File: config.mk
export PLATFORM = sky130hd
export DESIGN_NAME = ict_timer
export DESIGN_NICKNAME = d
export VERILOG_FILES = /design/src/include/ict_pkg.sv /design/src/design/ict_timer.sv
export VERILOG_INCLUDE_DIRS = /design/src /design/src/include
export SDC_FILE = /design/constraint.sdc
export NUM_CORES = 1
export LEC_CHECK = 0
export ABC_AREA = 1
export BUFFER_PORTS_ARGS = -buffer_cell sky130_fd_sc_hd__buf_2
export CORE_AREA = 2 2 146 148
export CTS_CLUSTER_SIZE = 25
export DETAILED_ROUTE_END_ITERATION = 6
export DIE_AREA = 0 0 148 150
export GPL_ROUTABILITY_DRIVEN = 0
export GPL_TIMING_DRIVEN = 0
export PLACE_DENSITY_LB_ADDON = 0.05
export SYNTH_ARGS = -nofsm -noshare
export SYNTH_HDL_FRONTEND = slang
export SYNTH_SLANG_ARGS = --single-unit
File: constraint.sdc
create_clock -name core_clk -period 5.87 [get_ports core_clk]
set_clock_uncertainty 0.2 [all_clocks]
set_input_delay 0.587 -clock core_clk [delete_from_list [all_inputs] [get_ports core_clk]]
set_output_delay 0.587 -clock core_clk [all_outputs]
set_load 0.005 [all_outputs]
File: src/include/ict_cfg.svh
// constants for the interrupter cycle timer: offsets, fields, resets, timing
`ifndef ICT_CFG_SVH
`define ICT_CFG_SVH
// register byte offsets
`define ICT_CTRL_OFF 8'h00
`define ICT_TIME_OFF 8'h04
`define ICT_START_OFF 8'h08
`define ICT_STOP_OFF 8'h0C
`define ICT_NOW_OFF 8'h10
`define ICT_STAT_OFF 8'h14
// control fields
`define ICT_CTRL_MODE 0
// timing fields
`define ICT_ON_SEC_LSB 0
`define ICT_OFF_SEC_LSB 8
`define ICT_MS_ON_LSB 16
`define ICT_MS_RANGE 31
// status fields
`define ICT_ST_CLOSED 0
`define ICT_ST_WINDOW 1
`define ICT_ST_CTL 2
`define ICT_ST_OFF_PHASE 3
// reset values
`define ICT_SEC_RST 6'h01
`define ICT_MS_ON_RST 10'h0C8
`define ICT_DT_RST 27'h000_0000
// limits and timing
`define ICT_SEC_MIN 6'h01
`define ICT_SEC_MAX 6'h3C
`define ICT_MS_MIN 10'h0C8
`define ICT_MS_MAX 10'h320
`define ICT_MS_CYCLE 10'h3E8
`define ICT_MS_PER_SEC 16'h03E8
`define ICT_CLK_NS 25
`define ICT_MS_NS 1000000
`define ICT_CYC_PER_MS (`ICT_MS_NS / `ICT_CLK_NS)
`endif

File: src/include/ict_pkg.sv
// types for the interrupter cycle timer
package ict_pkg;
    // calendar stamp; field order makes plain compare chronological
    typedef struct packed {
        logic [6:0] year;
        logic [3:0] month;
        logic [4:0] day;
        logic [4:0] hour;
        logic [5:0] minute;
    } ict_dt_type;
    // timing settings
    typedef struct packed {
        logic ms_range;
        logic [5:0] on_sec;
        logic [5:0] off_sec;
        logic [9:0] ms_on;
    } ict_time_type;
    // cycle state, gray along idle -> on -> off
    typedef enum logic [1:0] {
        ICT_IDLE = 2'b00,
        ICT_ON = 2'b01,
        ICT_OFF = 2'b11
    } ict_state_type;
endpackage
File: src/design/ict_timer.sv
// interrupter cycle timer with apb register access
//
// Operation
// - external mode: interrupter output follows the control input level.
// - run indicator is off while the interrupter is open.
// - run indicator is on while the interrupter is closed.
// - timing, start and stop settings act only in internal mode.
// - seconds range: on and off each 1 to 60 s, independent.
// - setting past 60 s enters millisecond range at 200 on, 800 off; code: on-time only, off past 60 s clamps to 60.
// - millisecond range: fixed 1000 ms cycle, on-time 200 to 800 ms.
// - millisecond range: off-time derived as 1000 ms minus on-time.
// - start and stop held as hour, minute, day, month, year fields.
//
// Added by the designer: the register offsets and the APB slave port.
`timescale 1ns/100ps
`default_nettype none
`include "ict_cfg.svh"

module ict_timer import ict_pkg::*; #(
    parameter int MS_CYCLES = `ICT_CYC_PER_MS
) (
    // clock and reset
    input wire logic core_clk,
    input wire logic reset,
    // apb slave
    input wire logic psel,
    input wire logic penable,
    input wire logic pwrite,
    input wire logic [7:0] paddr,
    input wire logic [31:0] pwdata,
    output logic [31:0] prdata,
    output logic pready,
    output logic pslverr,
    // control contact pin, high = closed contact
    input wire logic ctl_contact,
    // interrupter switch, high = closed
    output logic intr_closed,
    // front panel run indicator
    output logic run_led
);

    // ***************************************************
    // elaboration check
    // ***************************************************
    if (MS_CYCLES < 1 || MS_CYCLES > 65535) begin : g_bad_ms
        $error("MS_CYCLES out of range");
    end

    // ***************************************************
    // helper functions
    // ***************************************************
    // keep a seconds value within 1..60
    function automatic logic [5:0] clamp_sec(input logic [5:0] v);
        if (v < `ICT_SEC_MIN) begin
            return `ICT_SEC_MIN;
        end
        if (v > `ICT_SEC_MAX) begin
            return `ICT_SEC_MAX;
        end
        return v;
    endfunction

    // keep a millisecond on-time within 200..800
    function automatic logic [9:0] clamp_ms(input logic [9:0] v);
        if (v < `ICT_MS_MIN) begin
            return `ICT_MS_MIN;
        end
        if (v > `ICT_MS_MAX) begin
            return `ICT_MS_MAX;
        end
        return v;
    endfunction

    // phase length in ms for on (1) or off (0)
    function automatic logic [15:0] phase_ms(input ict_time_type t,
                                             input logic on);
        logic [15:0] secs;
        secs = {10'h000, on ? t.on_sec : t.off_sec};
        if (t.ms_range) begin
            if (on) begin
                return {6'h00, t.ms_on};
            end
            return {6'h00, `ICT_MS_CYCLE - t.ms_on};
        end
        return 16'(secs * `ICT_MS_PER_SEC);
    endfunction

    // ***************************************************
    // registers and signals
    // ***************************************************
    logic mode_int_q;
    ict_time_type time_q;
    ict_dt_type start_q;
    ict_dt_type stop_q;
    ict_dt_type now_q;
    logic [31:0] rdata_q;
    logic [2:0] sync_q;
    logic ctl_level_q;
    logic [15:0] tick_cnt_q;
    logic tick_q;
    logic [15:0] phase_cnt_q;
    ict_state_type state_q;
    logic closed_q;
    logic in_window;
    logic addr_ok;
    logic wr_en;
    logic [5:0] wr_on;
    logic [5:0] wr_off;

    // ***************************************************
    // apb decode
    // ***************************************************
    // zero wait states; unmapped addresses answer with an error
    always_comb begin
        case (paddr)
            `ICT_CTRL_OFF,
            `ICT_TIME_OFF,
            `ICT_START_OFF,
            `ICT_STOP_OFF,
            `ICT_NOW_OFF,
            `ICT_STAT_OFF: addr_ok = 1'b1;
            default: addr_ok = 1'b0;
        endcase
    end

    assign pready = 1'b1;
    assign pslverr = psel & penable & ~addr_ok;
    assign wr_en = psel & penable & pwrite & addr_ok;
    assign wr_on = pwdata[`ICT_ON_SEC_LSB +: 6];
    assign wr_off = pwdata[`ICT_OFF_SEC_LSB +: 6];
    assign prdata = rdata_q;

    // read data captured in the setup cycle
    always_ff @(posedge core_clk or posedge reset) begin
        if (reset) begin
            rdata_q <= 32'h0000_0000;
        end else if (psel && !penable && !pwrite) begin
            rdata_q <= 32'h0000_0000;
            case (paddr)
                `ICT_CTRL_OFF: rdata_q[`ICT_CTRL_MODE] <= mode_int_q;
                `ICT_TIME_OFF: begin
                    rdata_q[`ICT_ON_SEC_LSB +: 6] <= time_q.on_sec;
                    rdata_q[`ICT_OFF_SEC_LSB +: 6] <= time_q.off_sec;
                    rdata_q[`ICT_MS_ON_LSB +: 10] <= time_q.ms_on;
                    rdata_q[`ICT_MS_RANGE] <= time_q.ms_range;
                end
                `ICT_START_OFF: rdata_q[26:0] <= start_q;
                `ICT_STOP_OFF: rdata_q[26:0] <= stop_q;
                `ICT_NOW_OFF: rdata_q[26:0] <= now_q;
                `ICT_STAT_OFF: begin
                    rdata_q[`ICT_ST_CLOSED] <= closed_q;
                    rdata_q[`ICT_ST_WINDOW] <= in_window;
                    rdata_q[`ICT_ST_CTL] <= ctl_level_q;
                    rdata_q[`ICT_ST_OFF_PHASE] <= (state_q == ICT_OFF);
                end
                default: rdata_q <= 32'h0000_0000;
            endcase
        end
    end

    // ***************************************************
    // configuration registers
    // ***************************************************
    // mode select, 1 = internal cycling
    always_ff @(posedge core_clk or posedge reset) begin
        if (reset) begin
            mode_int_q <= 1'b0;
        end else if (wr_en && paddr == `ICT_CTRL_OFF) begin
            mode_int_q <= pwdata[`ICT_CTRL_MODE];
        end
    end

    // on/off timing; on above 60 s rolls into the ms range
    always_ff @(posedge core_clk or posedge reset) begin
        if (reset) begin
            time_q.ms_range <= 1'b0;
            time_q.on_sec <= `ICT_SEC_RST;
            time_q.off_sec <= `ICT_SEC_RST;
            time_q.ms_on <= `ICT_MS_ON_RST;
        end else if (wr_en && paddr == `ICT_TIME_OFF) begin
            if (pwdata[`ICT_MS_RANGE]) begin
                time_q.ms_range <= 1'b1;
                time_q.ms_on <= clamp_ms(pwdata[`ICT_MS_ON_LSB +: 10]);
            end else if (wr_on > `ICT_SEC_MAX) begin
                time_q.ms_range <= 1'b1;
                time_q.ms_on <= `ICT_MS_MIN;
            end else begin
                time_q.ms_range <= 1'b0;
                time_q.on_sec <= clamp_sec(wr_on);
                time_q.off_sec <= clamp_sec(wr_off);
            end
        end
    end

    // start, stop and current date-time stamps
    always_ff @(posedge core_clk or posedge reset) begin
        if (reset) begin
            start_q <= `ICT_DT_RST;
            stop_q <= `ICT_DT_RST;
            now_q <= `ICT_DT_RST;
        end else if (wr_en) begin
            case (paddr)
                `ICT_START_OFF: start_q <= pwdata[26:0];
                `ICT_STOP_OFF: stop_q <= pwdata[26:0];
                `ICT_NOW_OFF: now_q <= pwdata[26:0];
                default: ;
            endcase
        end
    end

    // active span; a stop not after start gives no span
    assign in_window = (now_q >= start_q) && (now_q < stop_q);

    // ***************************************************
    // control contact synchroniser
    // ***************************************************
    // three stages, level accepted when stages two and three agree
    always_ff @(posedge core_clk or posedge reset) begin
        if (reset) begin
            sync_q <= 3'b000;
            ctl_level_q <= 1'b0;
        end else begin
            sync_q <= {sync_q[1:0], ctl_contact};
            if (sync_q[1] == sync_q[2]) begin
                ctl_level_q <= sync_q[2];
            end
        end
    end

    // ***************************************************
    // millisecond tick
    // ***************************************************
    always_ff @(posedge core_clk or posedge reset) begin
        if (reset) begin
            tick_cnt_q <= 16'h0000;
            tick_q <= 1'b0;
        end else if (tick_cnt_q == 16'(MS_CYCLES - 1)) begin
            tick_cnt_q <= 16'h0000;
            tick_q <= 1'b1;
        end else begin
            tick_cnt_q <= tick_cnt_q + 16'h0001;
            tick_q <= 1'b0;
        end
    end

    // ***************************************************
    // internal on/off cycle
    // ***************************************************
    // runs only in internal mode inside the span
    always_ff @(posedge core_clk or posedge reset) begin
        if (reset) begin
            state_q <= ICT_IDLE;
            phase_cnt_q <= 16'h0000;
        end else if (!mode_int_q || !in_window) begin
            state_q <= ICT_IDLE;
            phase_cnt_q <= 16'h0000;
        end else begin
            case (state_q)
                ICT_IDLE: begin
                    state_q <= ICT_ON;
                    phase_cnt_q <= phase_ms(time_q, 1'b1);
                end
                ICT_ON: begin
                    if (tick_q) begin
                        if (phase_cnt_q <= 16'h0001) begin
                            state_q <= ICT_OFF;
                            phase_cnt_q <= phase_ms(time_q, 1'b0);
                        end else begin
                            phase_cnt_q <= phase_cnt_q - 16'h0001;
                        end
                    end
                end
                ICT_OFF: begin
                    if (tick_q) begin
                        if (phase_cnt_q <= 16'h0001) begin
                            state_q <= ICT_ON;
                            phase_cnt_q <= phase_ms(time_q, 1'b1);
                        end else begin
                            phase_cnt_q <= phase_cnt_q - 16'h0001;
                        end
                    end
                end
                default: begin
                    state_q <= ICT_IDLE;
                    phase_cnt_q <= 16'h0000;
                end
            endcase
        end
    end

    // ***************************************************
    // interrupter and indicator
    // ***************************************************
    // external mode mirrors contact; internal opens only in off phase
    always_ff @(posedge core_clk or posedge reset) begin
        if (reset) begin
            closed_q <= 1'b1;
        end else if (!mode_int_q) begin
            closed_q <= ctl_level_q;
        end else begin
            closed_q <= (state_q != ICT_OFF);
        end
    end

    assign intr_closed = closed_q;
    assign run_led = closed_q;

endmodule
`default_nettype wire

==> metrics, run 1 <==
number of violations of the max-capacitance limit=0; arrival time at the worst endpoint=4.25 ns; Area Overhead vs Synth=11.14%; Synth cell types=between 50 and 60; number of synthesized register bits=roughly 170; DP HPWL=26190 um; number of placement rows=53; endpoints failing setup=0; share of final-layout standard cells stronger than drive strength 1=9.301%; register area share after synthesis=between 30% and 40%; Antenna Nets Post-Route=0; later-pin clock latency in the skew report=~0.44 ns; Floorplan Core Area=0.02069 mm2; Req. time, crit path=6.05 ns; power density cells=approximately 180 mW/mm2; depth of the CTS H-tree=4; Syn Std Cell Area=0.01211 mm2; hold-fix buffer count after cts=0; total count of max-transition violations in the final report=0; Main synth FF type=sky130_fd_sc_hd__dfrtp_1; final count of hold timing violations=0; Post-route DRC=0; number of gates given a new drive strength after cts=0; number of iterations in the first detailed-routing pass=6; count of port buffers added during placement=72; overall die area=about 0.022 mm2; run status=finished, final reports clean; number of placed I/O pins=82; vias post-DR=11160; kind of start point of the critical path=flop; total leakage power=0.007537 uW; mean number of vias per cell=between 5 and 6; transition at the pin with the smallest max-transition slack=between 0.9 and 1 ns; element type at the critical path end=flop; maximum number of pins on one net before global-route repair=between 90 and 100; headroom to the max-slew limit=a little over a third; number of flops mapped to enable cells by yosys=0; wire length per cell after detailed routing=17.21 um; total routing resource utilization after global routing=between 30 and 40%; Async SR Flop Fraction=100.0%; global route total overflow=0; unrepaired setup endpoints after global routing=false; ratio of final minimum period to clock period=69.46%; die height=about 150 um; worst-path maximum fanout=7; hold crit path type=input port to async pin; clock-pin slew on the worst setup and hold paths=about 0.08 ns; Setup Crit Path Kind=flop to flop; number of DRC violations after detailed-routing iteration 0=951; number of antenna violations at the first check in global routing=0; Post-CTS Setup Inserts=0; time the final worst path needs with I/O delays and setup=4.077 ns; antenna fix cells=0; largest vdd supply drop=0.0002231 V; via count of the first global-routing pass=~11000; cts bufs inserted=17; number of clock sinks seen by CTS=173; post-synthesis instance total=1623; CTS tree=built; NumNets Final=roughly 1900; fmax=0.2453 GHz; Initial Util=just under 60%; number of buffers on the longest clock path=2; setup TNS after final layout=0 ns; root buffer cell=sky130_fd_sc_hd__clkbuf_16; utilization after layout=about two thirds; count of yosys warnings during synthesis=0; global-route wire length before repair=approximately 57000 um; detailed-route wire length=between 30000 and 40000 um; die width=about 150 um; syn avg cell area=7.462 um2
==> critical path, stage by stage, from the launching register on <==
cell	delay, ns
sky130_fd_sc_hd__dfrtp_1	0.51
sky130_fd_sc_hd__fa_1	0.61
sky130_fd_sc_hd__inv_1	0.11
sky130_fd_sc_hd__fa_1	0.52
sky130_fd_sc_hd__fa_1	0.56
sky130_fd_sc_hd__inv_1	0.04
sky130_fd_sc_hd__ha_1	0.36
sky130_fd_sc_hd__a21oi_1	0.29
sky130_fd_sc_hd__nand2_1	0.13
sky130_fd_sc_hd__nand2_1	0.10
sky130_fd_sc_hd__nand2_1	0.05
sky130_fd_sc_hd__nand2_1	0.06
sky130_fd_sc_hd__nand3_1	0.11
sky130_fd_sc_hd__nand2_1	0.10
sky130_fd_sc_hd__nand2_1	0.05
sky130_fd_sc_hd__nand2_1	0.07
sky130_fd_sc_hd__nand3_1	0.07
sky130_fd_sc_hd__nand2_1	0.07
==> path summary, 6_finish.rpt <==
check                                  startpoint                     endpoint  slack (ns)  cells past startpoint
max                        time_q[13]$_DFFE_PP0P_  phase_cnt_q[15]$_DFFE_PP0P_        1.79                     17
min                                         reset     tick_cnt_q[10]$_DFF_PP0_        0.05                      2
max reg2reg                time_q[13]$_DFFE_PP0P_  phase_cnt_q[15]$_DFFE_PP0P_        1.79                     17
min reg2reg                   sync_q[0]$_DFF_PP0_          sync_q[1]$_DFF_PP0_        0.18                      0
max in group asynchronous                   reset       time_q[16]$_DFFE_PP1P_        4.52                      3
min in group core_clk                 ctl_contact          sync_q[0]$_DFF_PP0_        0.05                      1
==> cell type report <==
cell class	instances	area, um2
Inverter	265	1002
Tap cell	275	344.1
Clock inverter	14	168.9
Fill cell	1862	7229
Clock buffer	18	429.2
Multi-Input combinational cell	1139	6539
Timing Repair Buffer	73	387.9
Sequential cell	173	4337
Buffer	49	252.7
==> metrics by stage <==
stage,cell area [um2],total power (uW),instances,setup slack (ns),hold WS (ns)
2_1_floorplan,12120,1272,1626,0.4044,0.1312
3_3_place_gp,12830,1325,1973,-1.718,0.1323
3_5_place_dp,12860,1328,1974,1.815,0.1642
4_1_cts,13460,2494,2006,1.775,0.03841
5_1_grt,13460,2548,2006,1.470,0.04703
6_report,13460,2482,2006,1.793,0.04674
==> layer usage <==
metal  up-vias  GRT usage, %  routed length [um]
li1       5389             -                   -
met1      5261         44.77               15260
met2       427         52.08               15590
met3        82         5.671                2536
met4         0         12.29                1128
met5         -             0                   0
==> flip-flops by register name, indices dropped and copies added, names as in the netlist <==
| signal | count |
|---|---|
| now_q | 27 |
| phase_cnt_q | 16 |
| tick_cnt_q | 16 |
| stop_q | 27 |
| state_q | 2 |
| intr_closed | 1 |
| prdata | 28 |
| sync_q | 3 |
| start_q | 27 |
| tick_q | 1 |
| time_q | 23 |
| ctl_level_q | 1 |
| mode_int_q | 1 |
==> kinds of logic (layout without fill, tap and decap cells) <==
logic type	after synthesis	after routing	share of synthesized area (%)
other	2	5	0.06201
xor gates and xnor gates	21	21	1.519
buffers and inverters	314	419	10.30
adders and majority gates	130	130	15.02
DFF	173	173	35.81
AOI/OAI and AO/OA	262	262	11.89
and+or+nand+nor	721	721	25.40
==> synth_stat cells (2+ instances only) <==
| library cell | number | area (um2) |
|---|---|---|
| sky130_fd_sc_hd__xnor2_1 | 8 | 70.07 |
| sky130_fd_sc_hd__buf_2 | 13 | 65.06 |
| sky130_fd_sc_hd__nor2_8 | 2 | 40.04 |
| sky130_fd_sc_hd__a21o_1 | 4 | 30.03 |
| sky130_fd_sc_hd__o21a_1 | 3 | 22.52 |
| sky130_fd_sc_hd__o21ai_1 | 10 | 50.05 |
| sky130_fd_sc_hd__nand4_1 | 17 | 106.4 |
| sky130_fd_sc_hd__nor2_1 | 100 | 375.4 |
| sky130_fd_sc_hd__dfrtp_1 | 167 | 4179 |
| sky130_fd_sc_hd__o221ai_1 | 3 | 26.28 |
| sky130_fd_sc_hd__fa_1 | 26 | 520.5 |
| sky130_fd_sc_hd__inv_1 | 264 | 991.0 |
| sky130_fd_sc_hd__clkbuf_1 | 19 | 71.32 |
| sky130_fd_sc_hd__o22ai_1 | 41 | 256.5 |
| sky130_fd_sc_hd__o211ai_1 | 4 | 30.03 |
| sky130_fd_sc_hd__nor2_2 | 2 | 12.51 |
| sky130_fd_sc_hd__clkbuf_2 | 3 | 15.01 |
| sky130_fd_sc_hd__ha_1 | 103 | 1289 |
| sky130_fd_sc_hd__o21bai_1 | 3 | 22.52 |
| sky130_fd_sc_hd__nand4_2 | 2 | 25.02 |
| sky130_fd_sc_hd__or2_2 | 7 | 43.79 |
| sky130_fd_sc_hd__a21oi_1 | 49 | 245.2 |
| sky130_fd_sc_hd__nor3b_1 | 2 | 15.01 |
| sky130_fd_sc_hd__conb_1 | 2 | 7.510 |
| sky130_fd_sc_hd__dfstp_2 | 6 | 157.7 |
| sky130_fd_sc_hd__nand3_1 | 106 | 530.5 |
| sky130_fd_sc_hd__nor3_1 | 10 | 50.05 |
| sky130_fd_sc_hd__o21ai_0 | 136 | 680.7 |
| sky130_fd_sc_hd__nand3b_1 | 6 | 45.04 |
| sky130_fd_sc_hd__nor2_4 | 3 | 33.78 |
| sky130_fd_sc_hd__xor2_1 | 13 | 113.9 |
| sky130_fd_sc_hd__nand2_1 | 454 | 1704 |
| sky130_fd_sc_hd__nor4_1 | 5 | 31.28 |
| sky130_fd_sc_hd__buf_4 | 13 | 97.59 |
==> placed cells by master, fill, tap and decap left out, types with 17 or more instances in the layout <==
cell type / synthesis / layout
sky130_fd_sc_hd__a21oi_1: 49 / 49
sky130_fd_sc_hd__buf_2: 13 / 85
sky130_fd_sc_hd__clkbuf_1: 19 / 20
sky130_fd_sc_hd__clkbuf_16: 0 / 17
sky130_fd_sc_hd__dfrtp_1: 167 / 167
sky130_fd_sc_hd__fa_1: 26 / 26
sky130_fd_sc_hd__ha_1: 103 / 103
sky130_fd_sc_hd__inv_1: 264 / 263
sky130_fd_sc_hd__nand2_1: 454 / 454
sky130_fd_sc_hd__nand3_1: 106 / 106
sky130_fd_sc_hd__nand4_1: 17 / 17
sky130_fd_sc_hd__nor2_1: 100 / 100
sky130_fd_sc_hd__o21ai_0: 136 / 136
sky130_fd_sc_hd__o22ai_1: 41 / 41
==> power by group <==
group          internal [uW]  switching (uW)  total [uW]  leakage (uW)
Clock                    610             568        1180      0.000290
Sequential              1200            4.10        1200       0.00196
Combinational           28.9            73.8         103       0.00529
No activity file was read; power rests on OpenSTA's default activity.
==> inputs of run 2 (changes only) <==
--- a/config.mk
+++ b/config.mk
@@ -8,10 +8,10 @@
 export LEC_CHECK = 0
 export ABC_AREA = 1
 export BUFFER_PORTS_ARGS = -buffer_cell sky130_fd_sc_hd__buf_2
-export CORE_AREA = 2 2 146 148
+export CORE_AREA = 2 2 151 153
 export CTS_CLUSTER_SIZE = 25
 export DETAILED_ROUTE_END_ITERATION = 6
-export DIE_AREA = 0 0 148 150
+export DIE_AREA = 0 0 153 155
 export GPL_ROUTABILITY_DRIVEN = 0
 export GPL_TIMING_DRIVEN = 0
 export PLACE_DENSITY_LB_ADDON = 0.05
==> constraint.sdc (replaced) <==
create_clock -name core_clk -period 3.5 [get_ports core_clk]
set_clock_uncertainty 0.2 [all_clocks]
set_input_delay 0.35 -clock core_clk [delete_from_list [all_inputs] [get_ports core_clk]]
set_output_delay 0.35 -clock core_clk [all_outputs]
set_load 0.005 [all_outputs]
==> run 2 against run 1 <==
Net effect: the run now ends with design-rule violations, negative setup slack left; worst hold slack worse by 0.036 ns; cell area is 4.7% higher; flip-flop and latch count stayed put; critical path depth is 1 lower; sequential share of layout area is 1.4 points lower; non-clock buffer count is 39 higher; worst setup slack worse by 1.9 ns; die area is 6.8% higher; largest cell class unchanged; final cell count is 2.4% higher; fmax is 13% higher; clock-buffer cell count is 1 higher.
==> metrics, run 2 (synthesis gave the netlist of run 1 again) <==
run status=complete, but fails checks; failing checks=design-rule violations, negative setup slack; overall die area=0.02372 mm2 (+6.8%); antenna fix cells=0 (unchanged); transition at the pin with the smallest max-transition slack=0.9818 ns (+0.01010 ns); Post-route DRC=6 (+6); via count of the first global-routing pass=10950 (-0.52%); die width=153 um (+3.4%); Reg-to-Reg Start=time_q[20]$_DFFE_PP0P_; fmax=0.2763 GHz (+13%); crit-path most repeated cell=sky130_fd_sc_hd__nand2_1; flip-flop count of the largest register after layout=28 (unchanged); detailed-route wire length=36210 um (+4.9%); Crit path max-delay family=adder cells; final instance area=0.01410 mm2 (+4.7%); power density cells=294.7 mW/mm2 (+60%); global-route wire length before repair=57860 um (+2.3%); Area Overhead vs Synth=16.39%; launch point of the critical path=time_q[20]$_DFFE_PP0P_; cells on worst reg2reg path=16 (-1); total count of max-transition violations in the final report=0 (unchanged); root buffer cell=sky130_fd_sc_hd__clkbuf_16; largest vdd supply drop=0.0003474 V (+56%); stage delay of the slowest cell on the critical path=0.59 ns (-0.02 ns); hold crit path type=input port to flop; number of buffers on the longest clock path=2 (unchanged); worst path buffer plus inverter count=2 (unchanged); total leakage power=0.007710 uW (+2.3%); most common cell after layout, fill and taps aside=sky130_fd_sc_hd__nand2_1; number of iterations in the first detailed-routing pass=7 (+1); Antenna Nets Post-Route=0 (unchanged); setup TNS after final layout=-0.4786 ns (-0.4786 ns); share of final-layout standard cells stronger than drive strength 1=14.63% (+5.3 points); sum of internal, switching and leakage power=4155 uW (+67%); unrepaired setup endpoints after global routing=true; later-pin clock latency in the skew report=0.44 ns (about the same); highest-count cells in the layout ignoring fill and taps=441 x sky130_fd_sc_hd__nand2_1, 252 x sky130_fd_sc_hd__inv_1, 157 x sky130_fd_sc_hd__dfrtp_1; die height=155 um (+3.3%); vias post-DR=11290 (+1.1%); mean number of vias per cell=5.491 (-1.3%); ratio of final minimum period to clock period=103.4% (+34 points); filler-free cell count of the finished design=2055 (+2.4%); Initial Util=54.49% (-4.0 points); Hold Slack=0.01061 ns (-0.03613 ns); Setup Crit Path Kind=flop to flop; startpoint of the lowest-slack hold path=pwdata[11]; worst path cell trace=fa_2 -> inv_2 -> fa_1 -> fa_1 -> inv_2 -> ha_4 -> nand2_1 -> nor2_2 -> nand2_2 -> nand4_1 -> nand4_1 -> nand2_1 -> nand2_1 -> nand2_1 -> nand3_1 -> nand2_1; slowest stage cell on the critical path=sky130_fd_sc_hd__fa_2; arrival time at the worst endpoint=3.80 ns (-0.45 ns); final count of hold timing violations=0 (unchanged); number of placement rows=55 (+3.8%); global route total overflow=0 (unchanged); total routing resource utilization after global routing=31.04% (-1.6 points); number of placed I/O pins=82 (unchanged); maximum number of pins on one net before global-route repair=39 (-59%); Req. time, crit path=3.69 ns (-2.36 ns); endpoints failing setup=7 (+7); area post-placement=0.01299 mm2 (+0.97%); number of violations of the max-capacitance limit=0 (unchanged); CTS tree=built; number of cells on the worst hold path=3; number of antenna violations at the first check in global routing=0 (unchanged); cts bufs inserted=17 (unchanged); headroom to the max-slew limit=34.04% (-0.68 points); number of DRC violations after detailed-routing iteration 0=1122 (+18%); clock-pin slew on the worst setup and hold paths=0.08 ns (about the same); worst-path maximum fanout=6 (-1); DP HPWL=27490 um (+5.0%); kind of start point of the critical path=flop; count of port buffers added during placement=72 (unchanged); element type at the critical path end=flop; crit path setup slack, layout=-0.1188 ns (-1.912 ns); Floorplan Core Area=0.02223 mm2 (+7.4%); wire length per cell after detailed routing=17.62 um (+2.4%); total placed cells including tap cells=1987 (+0.66%); CP Depth=16 (-1); NumNets Final=1932 (+2.1%); depth of the CTS H-tree=4 (unchanged); number of clock sinks seen by CTS=173 (unchanged); time the final worst path needs with I/O delays and setup=3.619 ns (-0.4583 ns)
## run 2: final timing paths
kind,end,slack (ns)
worst max-delay path,phase_cnt_q[13]$_DFFE_PP0P_,-0.12
worst min-delay path,time_q[13]$_DFFE_PP0P_,0.01
worst max register to register,phase_cnt_q[13]$_DFFE_PP0P_,-0.12
worst min register to register,sync_q[1]$_DFF_PP0_,0.16
max in group asynchronous,time_q[6]$_DFFE_PP1P_,1.75
min in group asynchronous,tick_cnt_q[10]$_DFF_PP0_,0.37
## run 2: area by class of cell
type	instances	area (um2)
clock buffer	19	442.9
fill	2042	8130
timing repair buffer	113	748.2
inverter	265	998.5
buffer	48	249.0
clock inverter	13	151.4
tap	285	356.6
sequential	173	4349
multi-input combinational	1139	6802
## run 2: power by group
group / internal [uW] / switching, uW / total, uW / leakage, uW
logic: 63.2 / 130 / 193 / 0.00549
registers: 2010 / 7.40 / 2020 / 0.00194
clock network: 1030 / 911 / 1950 / 0.000283
## run 2: layer usage
layer / track usage, % / vias up / wire length [um]
met3: 4.429 / 57 / 2308
met5: 0 / - / 0
met2: 51.51 / 385 / 17170
met4: 9.524 / 0 / 889
li1: - / 5475 / -
met1: 42.56 / 5368 / 15850
## run 2: timing repair
action                                  4_1_cts  5_1_grt
gates resized for setup                      46       23
pin swaps                                    42       25
hold buffers                                 12        0
endpoints found under the setup margin        8        8
gates cloned                                  0        0
endpoints found under the hold margin        51        0
buffers inserted                             18        7
## run 2: through the flow
stage                     setup WS [ns]  utilization, %
after floorplan                0.004601               -
after global placement          -0.7423           58.07
after detailed placement        -0.4542           58.43
after CTS                      -0.09582           62.87
after global routing            -0.2753           63.42
final                           -0.1188           63.42
## run 2: worst reg2reg max path, cell delays in order, from the launching register on
cell and delay (ns):
sky130_fd_sc_hd__dfrtp_2 0.42, sky130_fd_sc_hd__fa_2 0.59, sky130_fd_sc_hd__inv_2 0.06, sky130_fd_sc_hd__fa_1 0.48, sky130_fd_sc_hd__fa_1 0.58, sky130_fd_sc_hd__inv_2 0.05
sky130_fd_sc_hd__ha_4 0.31, sky130_fd_sc_hd__nand2_1 0.08, sky130_fd_sc_hd__nor2_2 0.13, sky130_fd_sc_hd__nand2_2 0.09, sky130_fd_sc_hd__nand4_1 0.13, sky130_fd_sc_hd__nand4_1 0.09
sky130_fd_sc_hd__nand2_1 0.09, sky130_fd_sc_hd__nand2_1 0.05, sky130_fd_sc_hd__nand2_1 0.06, sky130_fd_sc_hd__nand3_1 0.07, sky130_fd_sc_hd__nand2_1 0.08
==> inputs of run 3 (changes only) <==
==> constraint.sdc (replaced) <==
create_clock -name core_clk -period 3.5 [get_ports core_clk]
set_clock_uncertainty 0.2 [all_clocks]
set_input_delay 0.525 -clock core_clk [delete_from_list [all_inputs] [get_ports core_clk]]
set_output_delay 0.525 -clock core_clk [all_outputs]
set_load 0.005 [all_outputs]
==> run 3 against run 2 <==
Net effect: worst hold slack lost 0.010 ns; combinational power decreased by 5%; first-iteration DRC count shrank 3.2%; via count up 0.11%; final cell count decreased by 0.54%; the flow finishes with violations (negative setup slack); clock power barely moved; wire length about the same; flip-flop and latch count did not move; register-to-register slack hardly changed; sequential share of layout area is 0.22 points higher.
==> metrics, run 3 (synthesis gave the netlist of run 1 again) <==
total count of max-transition violations in the final report=0 (unchanged); number of placed I/O pins=82 (unchanged); time the final worst path needs with I/O delays and setup=3.606 ns (-0.01245 ns); Floorplan Core Area=0.02223 mm2 (unchanged); Initial Util=54.49% (unchanged); via count of the first global-routing pass=10910 (-0.40%); transition at the pin with the smallest max-transition slack=1.006 ns (+0.02380 ns); kind of start point of the critical path=flop; number of placement rows=55 (unchanged); most common cell after layout, fill and taps aside=sky130_fd_sc_hd__nand2_1; Req. time, crit path=3.69 ns (about the same); largest vdd supply drop=0.0003468 V (-0.18%); fmax=0.2773 GHz (+0.35%); depth of the CTS H-tree=4 (unchanged); total routing resource utilization after global routing=30.97% (-0.065 points); worst-path maximum fanout=6 (unchanged); hold crit path type=input port to async pin; worst path cell trace=fa_2 -> inv_2 -> fa_1 -> fa_1 -> inv_2 -> ha_4 -> nand2_1 -> nor2_2 -> nand2_2 -> nand4_1 -> nand3_2 -> nand2_1 -> nand2_1 -> nand2_1 -> nand3_1 -> nand2_1; filler-free cell count of the finished design=2044 (-0.54%); die height=155 um (unchanged); mean number of vias per cell=5.527 (+0.65%); run status=complete, but fails checks; headroom to the max-slew limit=32.44% (-1.6 points); Setup Crit Path Kind=flop to flop; number of DRC violations after detailed-routing iteration 0=1086 (-3.2%); arrival time at the worst endpoint=3.79 ns (about the same); worst path buffer plus inverter count=2 (unchanged); Antenna Nets Post-Route=0 (unchanged); NumNets Final=1921 (-0.57%); slowest stage cell on the critical path=sky130_fd_sc_hd__fa_2; Worst Setup Slack post-DPL=-0.4542 ns (unchanged); wire length per cell after detailed routing=17.71 um (+0.52%); final count of hold timing violations=0 (unchanged); stage delay of the slowest cell on the critical path=0.59 ns (about the same); clock-pin slew on the worst setup and hold paths=0.07 ns (about the same); ratio of final minimum period to clock period=103.0% (-0.36 points); count of port buffers added during placement=72 (unchanged); Area Overhead vs Synth=15.56%; endpoints failing setup=7 (unchanged); total leakage power=0.007665 uW (-0.58%); Post-route DRC=0 (-6); flip-flop count of the largest register after layout=28 (unchanged); number of antenna violations at the first check in global routing=0 (unchanged); number of violations of the max-capacitance limit=0 (unchanged); sum of internal, switching and leakage power=4144 uW (-0.25%); DP HPWL=27490 um (unchanged); power density cells=296.1 mW/mm2 (+0.47%); cts bufs inserted=17 (unchanged); setup TNS after final layout=-0.4276 ns (+0.05101 ns); crit path setup slack, layout=-0.1063 ns (+0.01245 ns); global route total overflow=0 (unchanged); antenna fix cells=0 (unchanged); unrepaired setup endpoints after global routing=true; vias post-DR=11300 (+0.11%); Crit path max-delay family=adder cells; CTS tree=built; number of buffers on the longest clock path=2 (unchanged); total placed cells including tap cells=1987 (unchanged); crit-path most repeated cell=sky130_fd_sc_hd__nand2_1; later-pin clock latency in the skew report=0.44 ns (about the same); die width=153 um (unchanged); global-route wire length before repair=57730 um (-0.23%); failing checks=negative setup slack; root buffer cell=sky130_fd_sc_hd__clkbuf_16; detailed-route wire length=36210 um (about the same); overall die area=0.02372 mm2 (unchanged); maximum number of pins on one net before global-route repair=39 (unchanged); highest-count cells in the layout ignoring fill and taps=441 x sky130_fd_sc_hd__nand2_1, 251 x sky130_fd_sc_hd__inv_1, 157 x sky130_fd_sc_hd__dfrtp_1; share of final-layout standard cells stronger than drive strength 1=14.84% (+0.21 points); element type at the critical path end=flop; number of clock sinks seen by CTS=173 (unchanged); number of iterations in the first detailed-routing pass=6 (-1)
## run 3: report_power, final
part,leakage [uW],switching [uW],internal [uW]
clock,0.000283,910,1030
combinational,0.00544,129,55.3
sequential,0.00194,7.43,2010
total,0.00766,1050,3100
## run 3: area by class of cell
type                    count  area, um2
repair buffers            102      641.9
flip-flops and latches    173       4349
multi-input cells        1139       6807
plain buffers              48      249.0
clock inverters            13      151.4
inverters                 265      998.5
clock buffers              19      442.9
well taps                 285      356.6
fillers                  2059       8232
## run 3: final timing paths
kind,start,to,slack (ns),cells after the start
min in group core_clk,pwdata[7],now_q[7]$_DFFE_PP0P_,0.13,3
max,time_q[20]$_DFFE_PP0P_,phase_cnt_q[13]$_DFFE_PP0P_,-0.11,16
min,reset,tick_cnt_q[10]$_DFF_PP0_,0.0004,2
min reg2reg,sync_q[0]$_DFF_PP0_,sync_q[1]$_DFF_PP0_,0.16,0
max reg2reg,time_q[20]$_DFFE_PP0P_,phase_cnt_q[13]$_DFFE_PP0P_,-0.11,16
max in group asynchronous,reset,time_q[6]$_DFFE_PP1P_,2.12,4
## run 3: layer usage
metal / up-vias / GRT usage, % / wire length, um
li1: 5454 / - / -
met1: 5357 / 42.55 / 15810
met2: 423 / 51.12 / 16970
met3: 63 / 4.429 / 2432
met4: 0 / 9.877 / 997
met5: - / 0 / 0
## run 3: what timing repair did
action | 4_1_cts | 5_1_grt
endpoints found under the hold margin | 1 | 0
gates resized for setup | 46 | 26
hold buffers | 1 | 0
setup buffers | 18 | 7
endpoints found under the setup margin | 8 | 8
pin swaps | 42 | 29
## run 3: per-stage QoR
stage               util [%]  hold slack, ns  instance area (um2)
floorplan                  -          0.1312                12190
global placement       58.07          0.1340                12910
detailed placement     58.43          0.1510                12990
CTS                    62.37         0.01348                13860
global route           62.97         0.04269                14000
finish                 62.97       0.0003981                14000
